**config.mk**
```make
export PLATFORM = sky130hd
export DESIGN_NAME = ccsi_top
export DESIGN_NICKNAME = d
export VERILOG_FILES = /design/src/rtl/ccsi_pkg.sv /design/src/rtl/ccsi_top.sv /design/src/rtl/ccsi_rst_sync.sv
export SDC_FILE = /design/constraint.sdc
export NUM_CORES = 1
export LEC_CHECK = 0
export BUFFER_PORTS_ARGS = -buffer_cell sky130_fd_sc_hd__buf_4
export CAP_MARGIN = 40
export CORE_ASPECT_RATIO = 0.8
export CORE_MARGIN = 2
export CORE_UTILIZATION = 43
export CTS_BUF_LIST = sky130_fd_sc_hd__clkbuf_4
export CTS_CLUSTER_SIZE = 14
export DETAILED_ROUTE_END_ITERATION = 8
export PLACE_DENSITY = 0.85
export SETUP_SLACK_MARGIN = 0.15
export SKIP_CTS_REPAIR_TIMING = 1
export SKIP_LAST_GASP = 1
export SLEW_MARGIN = 20
export SYNTH_ARGS = -nofsm -noshare
export SYNTH_HDL_FRONTEND = slang
export SYNTH_HIERARCHICAL = 1
export SYNTH_SLANG_ARGS = --single-unit
export TNS_END_PERCENT = 20
```
**constraint.sdc**
```tcl
create_clock -name clock -period 1.3 [get_ports clock]
set_input_delay 0.065 -clock clock [delete_from_list [all_inputs] [get_ports clock]]
set_output_delay 0.065 -clock clock [all_outputs]
set_load 0.1 [all_outputs]
```
**src/rtl/ccsi_pkg.sv**
```systemverilog
// Notes on behaviour
// - Bits 20, 21, 22 show the raw digest, random source and public key interrupts.
// - Bits 18 to 22 show each unit interrupt before masking; 1 means pending.
// - Bit 23 is set while any unit interrupt is pending, else clear.
// - Bits 24 to 27 select the active unit; top bit 0 selects none.
// - Only the selected unit is served by buffer traffic; host picks it.
// - With auto-unmask on, the active unit's mask clears when it finishes.
// - Auto-unmask field 000 means off, 001 means on.
// - Writing 1 to bit 31 resets the device within two cycles, then self-clears.
// - Host may use registers and buffers during execution, never unit internals; the code blocks internal access only while the selected unit is busy.
// - Read-only 32-bit identification register at address 0x901, reset value fixed.
// - Identification holds 3-bit versions in fixed fields; other bits are reserved.
// - A unit interrupt reaches the host pin only while its mask bit is 0.
// - The active-low interrupt pin stays low until no unmasked interrupt remains.
`default_nettype none

package ccsi_pkg;

  localparam int          UNIT_COUNT  = 5;
  localparam int          ADDR_WIDTH  = 12;
  // unit index order
  localparam int          U_DES       = 0;
  localparam int          U_ARC4      = 1;
  localparam int          U_DIGEST    = 2;
  localparam int          U_RAND      = 3;
  localparam int          U_PKEY      = 4;

  localparam logic [11:0] STATUS_ADDR = 12'h900;
  localparam logic [11:0] ID_ADDR     = 12'h901;
  localparam logic [11:0] MASK_ADDR   = 12'h902;

  localparam int          RAW_LSB     = 18;
  localparam int          PEND_BIT    = 23;
  localparam int          DEST_LSB    = 24;
  localparam int          AUTO_LSB    = 28;
  localparam int          SRST_BIT    = 31;
  localparam int          MASK_LSB    = 27;

  localparam logic [3:0]  DEST_DES    = 4'h8;
  localparam logic [3:0]  DEST_ARC4   = 4'h9;
  localparam logic [3:0]  DEST_DIGEST = 4'hA;
  localparam logic [3:0]  DEST_RAND   = 4'hB;
  localparam logic [3:0]  DEST_PKEY   = 4'hC;
  localparam logic [3:0]  DEST_RST    = 4'h0;

  localparam logic [2:0]  AUTO_OFF    = 3'h0;
  localparam logic [2:0]  AUTO_ON     = 3'h1;
  localparam logic [4:0]  MASK_RST    = 5'h00;
  localparam logic [7:0]  ID_RSVD_LO  = 8'h00;
  localparam logic [2:0]  ID_RSVD_HI  = 3'h0;

  typedef struct packed {
    logic        cs;
    logic        we;
    logic [11:0] addr;
    logic [31:0] wdata;
  } ccsi_req_type;

endpackage : ccsi_pkg

`default_nettype wire

```
**src/rtl/ccsi_top.sv**
```systemverilog
`default_nettype none

module ccsi_top
  import ccsi_pkg::*;
#(
  // version codes: values are arbitrary
  parameter logic [2:0] VER_DEVICE = 3'h1,
  parameter logic [2:0] VER_DIGEST = 3'h1,
  parameter logic [2:0] VER_DES    = 3'h1,
  parameter logic [2:0] VER_ARC4   = 3'h1,
  parameter logic [2:0] VER_RAND   = 3'h1,
  parameter logic [2:0] VER_HOSTBC = 3'h1,
  parameter logic [2:0] VER_PKEY   = 3'h1
) (
  // clock and reset
  input  wire logic                  clock,
  input  wire logic                  arst_n,
  // host register port
  input  wire ccsi_req_type          host_req,
  output logic [31:0]                host_rdata,
  output logic                       host_rvalid,
  // execution unit events
  input  wire logic [UNIT_COUNT-1:0] unit_irq,
  input  wire logic [UNIT_COUNT-1:0] unit_done,
  input  wire logic [UNIT_COUNT-1:0] unit_busy,
  // buffer traffic and internal access
  input  wire logic                  buf_req,
  input  wire logic                  unit_acc_req,
  output logic [UNIT_COUNT-1:0]      unit_buf_sel,
  output logic [UNIT_COUNT-1:0]      unit_buf_req,
  output logic                       unit_acc_grant,
  // host interrupt and device reset
  output logic                       irq_n,
  output logic                       dev_rst_n
);

  localparam logic [31:0] ID_VALUE = {VER_PKEY, VER_HOSTBC, ID_RSVD_HI, VER_RAND, VER_ARC4,
                                      VER_DES, VER_DIGEST, VER_DEVICE, ID_RSVD_LO};

  function automatic logic [UNIT_COUNT-1:0] dest_decode(input logic [3:0] code);
    logic [UNIT_COUNT-1:0] sel;
    sel = '0;
    if (code == DEST_DES) begin
      sel[U_DES] = 1'b1;
    end else if (code == DEST_ARC4) begin
      sel[U_ARC4] = 1'b1;
    end else if (code == DEST_DIGEST) begin
      sel[U_DIGEST] = 1'b1;
    end else if (code == DEST_RAND) begin
      sel[U_RAND] = 1'b1;
    end else if (code == DEST_PKEY) begin
      sel[U_PKEY] = 1'b1;
    end
    return sel;
  endfunction : dest_decode

  logic                  rst_sync_n;
  logic [3:0]            dest_r;
  logic [2:0]            auto_r;
  logic                  soft_rst_r;
  logic [UNIT_COUNT-1:0] mask_r;
  logic [UNIT_COUNT-1:0] mask_nxt;
  logic [UNIT_COUNT-1:0] unmask_clr;
  logic [UNIT_COUNT-1:0] passed_irq;
  logic                  wr_status;
  logic                  wr_mask;
  logic                  rd_en;
  logic [31:0]           status_view;
  logic [31:0]           rdata_nxt;

  ccsi_rst_sync i_ccsi_rst_sync (
    .clock      (clock),
    .arst_n     (arst_n),
    .rst_sync_n (rst_sync_n)
  );

  assign wr_status = host_req.cs && host_req.we && (host_req.addr == STATUS_ADDR);
  assign wr_mask   = host_req.cs && host_req.we && (host_req.addr == MASK_ADDR);
  assign rd_en     = host_req.cs && !host_req.we;

  // destination, auto-unmask and soft reset
  always_ff @(posedge clock or negedge rst_sync_n) begin
    if (!rst_sync_n) begin
      dest_r     <= DEST_RST;
      auto_r     <= AUTO_OFF;
      soft_rst_r <= 1'b0;
    end else if (soft_rst_r) begin
      // destination, auto-unmask, mask and the soft reset bit clear on the edge after the write
      dest_r     <= DEST_RST;
      auto_r     <= AUTO_OFF;
      soft_rst_r <= 1'b0;
    end else if (wr_status) begin
      dest_r     <= host_req.wdata[DEST_LSB+:4];
      auto_r     <= host_req.wdata[AUTO_LSB+:3];
      soft_rst_r <= host_req.wdata[SRST_BIT];
    end
  end

  assign unit_buf_sel = dest_decode(dest_r);
  assign unit_buf_req = unit_buf_sel & {UNIT_COUNT{buf_req}};
  // unit internals stay closed while the selected unit executes
  assign unit_acc_grant = unit_acc_req && !(|(unit_busy & unit_buf_sel));

  // hardware unmask wins over a host mask write in the same cycle
  assign unmask_clr = (auto_r == AUTO_ON) ? (unit_done & unit_buf_sel) : '0;

  always_comb begin
    mask_nxt = mask_r;
    if (wr_mask) begin
      mask_nxt = host_req.wdata[MASK_LSB+:UNIT_COUNT];
    end
    mask_nxt = mask_nxt & ~unmask_clr;
  end

  always_ff @(posedge clock or negedge rst_sync_n) begin
    if (!rst_sync_n) begin
      mask_r <= MASK_RST;
    end else if (soft_rst_r) begin
      mask_r <= MASK_RST;
    end else begin
      mask_r <= mask_nxt;
    end
  end

  assign passed_irq = unit_irq & ~mask_r;

  always_ff @(posedge clock or negedge rst_sync_n) begin
    if (!rst_sync_n) begin
      irq_n <= 1'b1;
    end else begin
      irq_n <= !(|passed_irq);
    end
  end

  always_comb begin
    status_view                        = '0;
    status_view[RAW_LSB+:UNIT_COUNT]   = unit_irq;
    status_view[PEND_BIT]              = |unit_irq;
    status_view[DEST_LSB+:4]           = dest_r;
    status_view[AUTO_LSB+:3]           = auto_r;
    status_view[SRST_BIT]              = soft_rst_r;
  end

  always_comb begin
    rdata_nxt = '0;
    if (host_req.addr == STATUS_ADDR) begin
      rdata_nxt = status_view;
    end else if (host_req.addr == ID_ADDR) begin
      rdata_nxt = ID_VALUE;
    end else if (host_req.addr == MASK_ADDR) begin
      rdata_nxt[MASK_LSB+:UNIT_COUNT] = mask_r;
    end
  end

  always_ff @(posedge clock or negedge rst_sync_n) begin
    if (!rst_sync_n) begin
      host_rdata  <= '0;
      host_rvalid <= 1'b0;
    end else begin
      host_rvalid <= rd_en;
      if (rd_en) begin
        host_rdata <= rdata_nxt;
      end
    end
  end

  assign dev_rst_n = rst_sync_n && !soft_rst_r;
endmodule : ccsi_top

`default_nettype wire

```
**src/rtl/ccsi_rst_sync.sv**
```systemverilog
`default_nettype none

// releases the pin reset through two flip-flops
module ccsi_rst_sync (
  input  wire logic clock,
  input  wire logic arst_n,
  output logic      rst_sync_n
);

  logic meta_r;

  always_ff @(posedge clock or negedge arst_n) begin
    if (!arst_n) begin
      meta_r     <= 1'b0;
      rst_sync_n <= 1'b0;
    end else begin
      meta_r     <= 1'b1;
      rst_sync_n <= meta_r;
    end
  end

endmodule : ccsi_rst_sync

`default_nettype wire

```
==> summary.txt <==
Status
  – Run status: finished, violations left
  – Failing checks: setup timing

Timing
  – Hold slack: between 90 and 100 ps
  – Clock Skews: 11.84 ps
  – Final Cycle Share: 138.7%
  – Final WS setup: -503.5 ps
  – Rel. slew slack: between 50% and 60%
  – Clock period minus worst slack: approximately 1800 ps
  – Slew Limit Fails: 0
  – Setup TNS: -7734 ps
  – RSZ-0062 raised after global routing: yes
  – Slew at the pin closest to its max-slew limit: 666.5 ps
  – Max Clk Rate: approximately 550 MHz
  – # setup viols final: 36
  – Count of final hold-check violations: 0

Setup path
  – Crit path arrival time: 1740 ps
  – RR Startpoint: dest_r[1]$_DFFE_PN0P_
  – CP Capture Type: output port
  – Worst reg2reg path endpoint: mask_r[1]$_DFF_PN0_
  – Crit. Startpoint: dest_r[0]$_DFFE_PN0P_
  – Worst endpoint required time: ~1200 ps
  – Flop2flop setup slack: -180 ps
  – Worst setup SP type: flop
  – Worst Setup Path Type: flop to output port
  – Crit Path Max Fanout: 6
  – R2R depth: 5

Min path
  – Hold EP: host_rdata[17]$_DFFE_PN0P_
  – HP Class: input pin to flop
  – Worst Hold Depth: 5
  – Hold path start: host_req[34]

Finish
  – Final #Nets: 342
  – Share of cells above drive strength 1: about 50%
  – Area grow syn2layout: 79.16%
  – Design Area, Final: a little under 0.003 sq mm
  – Commonest non-fill, non-tap cell in the layout: buf_4
  – Most frequent cells in the layout: 99 x buf_4, 27 x dfrtp_1, 20 x dlygate4sd3_1
  – Final Util: a little over 80%
  – Diode count: 0

Yosys
  – Post-synthesis cell count: 148
  – Adder-Cell Fraction of Synth Area: 0%
  – Largest family of logic cells by synthesized area: simple AND/OR/NAND/NOR gates
  – Number of library cell types mapped by synthesis: 36
  – Ys flop type: dfrtp_1
  – Simple-gate share of the synthesized area: between 10% and 20%
  – Fraction of registers with async set/reset: 100.0%
  – Synth area leaders: dfrtp_1 48%, buf_4 7.9%, a22o_1 7.6%
  – Synth Area per Inst: 10.91 sq um
  – Total number of yosys warnings: 6
  – Sequential fraction of the synthesis area: roughly half
  – Post-synth top area share: between 40% and 50%
  – Xor-xnor portion of the synthesized cell area: 0%
  – Area fraction in compound gates after synthesis: 17.04%
  – #FFs+latches synth: 32
  – Mux share of post-synthesis cell area: 3.098%
  – Post-Synthesis Cell Area: 0.001615 sq mm
  – Number of flops mapped to enable cells by yosys: 0
  – Synth area leader: dfrtp_1

Placement
  – RD Place Congestion: roughly 0.84
  – DP HPWL: roughly 3.5 mm
  – Area post-placement: ~0.0024 sq mm
  – IO buf count: around 70

Clocking
  – CTS tree: yes
  – Root Buffer: clkbuf_4
  – Clock sinks: 32
  – Max Root-Sink Buffers: 2
  – Clock transition at path regs: approximately 100 ps
  – Worst skew pair latency: 350 ps
  – CTS Buf Count: 5
  – H-Tree Depth: 2

Power
  – Tot Pwr: between 2 and 2.5 mW
  – Leakage: 1.447 nW
  – Maximum vdd drop: between 900 and 1000 uV
  – P per Cell Area: 776.4 mW/mm^2

Route
  – Pre-antenna DRT Iters: 4
  – Antenna-violating nets left: 0
  – Initial DRC Count: approximately 110
  – DRC viols: 0
  – DR vias: 1685
  – Routed wire length: between 5 and 6 mm
  – Routed len/inst: around 17 um
  – Vias per Instance: 5.266

Floorplanning
  – Die area: 0.004266 sq mm
  – Placement Rows: 19
  – Die X-Extent: about 73 um
  – Top-level I/O count: between 100 and 150
  – DIE HEIGHT: about 60 um
  – Core Region: about 0.0035 sq mm
  – Initial Util: 45.91%

Global route
  – Largest net degree at the start of global routing: 31
  – Grt ovf: 0
  – First-pass GRT wire length: 6.989 mm
  – Vias in the first global route: 1427
  – Antenna violations before repair: 0
  – GRT Overall Usage: between 20 and 25%

Run
  – Max-cap violation count: 0
## flip-flops by register name (all words and copies together) (netlist names)
name / flops
mask_r: 5
soft_rst_r: 1
host_rvalid: 1
dest_r: 4
i_ccsi_rst_sync/rst_sync_n: 1
irq_n: 1
i_ccsi_rst_sync/meta_r: 1
auto_r: 3
host_rdata: 15
## final cells by class
class | instances | area [sq um]
fillers | 203 | 624.3
flip-flops and latches | 32 | 807.0
inverters | 6 | 22.52
clock inverters | 3 | 42.54
multi-input cells | 101 | 774.5
clock buffers | 5 | 37.54
well taps | 42 | 52.55
repair buffers | 131 | 1157
## report_power, final
part           total (mW)  switching, mW  internal (mW)  leakage (nW)
Clock               0.764          0.364          0.401        0.0412
Sequential           1.00        0.00322           1.00         0.431
Combinational       0.478          0.314          0.165         0.974
Total                2.25          0.680           1.57          1.45
## logic make-up after synthesis
kind of cell | Yosys count
AO/OA/AOI/OAI | 34
buffers and inverters | 28
flip-flops | 32
multiplexers | 5
other | 2
AND/OR/NAND/NOR | 47
## cell usage after synthesis, types with 2 or more instances
| master | n |
|---|---|
| and2_1 | 10 |
| nand2_1 | 11 |
| a311oi_1 | 5 |
| a22o_1 | 14 |
| buf_2 | 3 |
| conb_1 | 2 |
| a221o_1 | 4 |
| o21ai_1 | 3 |
| clkbuf_1 | 2 |
| nor2_1 | 3 |
| o22ai_1 | 2 |
| mux2i_1 | 5 |
| nor4b_1 | 2 |
| dfrtp_1 | 31 |
| nor3_1 | 3 |
| and4b_1 | 2 |
| or4_1 | 2 |
| a22oi_1 | 2 |
| o31ai_1 | 2 |
| buf_4 | 17 |
| inv_1 | 6 |
| nor2b_1 | 2 |
| nor4bb_1 | 2 |
## worst max path at each step
stage	endpoint	slack [ps]	depth (start not counted)
finish	unit_acc_grant	-500	4
CTS	unit_acc_grant	-600	4
global placement	mask_r[1]$_DFF_PN0_	-550	6
detailed placement	mask_r[2]$_DFF_PN0_	-620	6
global route	unit_acc_grant	-580	5
floorplan	unit_buf_req[1]	-960	2
## layer usage
layer	vias up	global-route usage, %	part of all wire (%)
li1	782	-	-
met1	810	29.58	37
met2	80	34.42	54
met3	13	7.534	6.5
met4	0	6.349	2.8
met5	-	0	0
## metrics by stage
step | worst slack (ps) | cells
6_report | -503.5 | 320
5_1_grt | -581.0 | 320
4_1_cts | -595.9 | 294
3_5_place_dp | -615.3 | 286
3_3_place_gp | -552.7 | 286
2_1_floorplan | -964.9 | 161
## critical path, cell delays in order, from the launching register on
cell	delay (ps)
dfrtp_2	490
and4b_2	300
a22oi_2	190
and4_4	250
buf_12	170
Note: power is estimated with default switching activity, not from simulation.
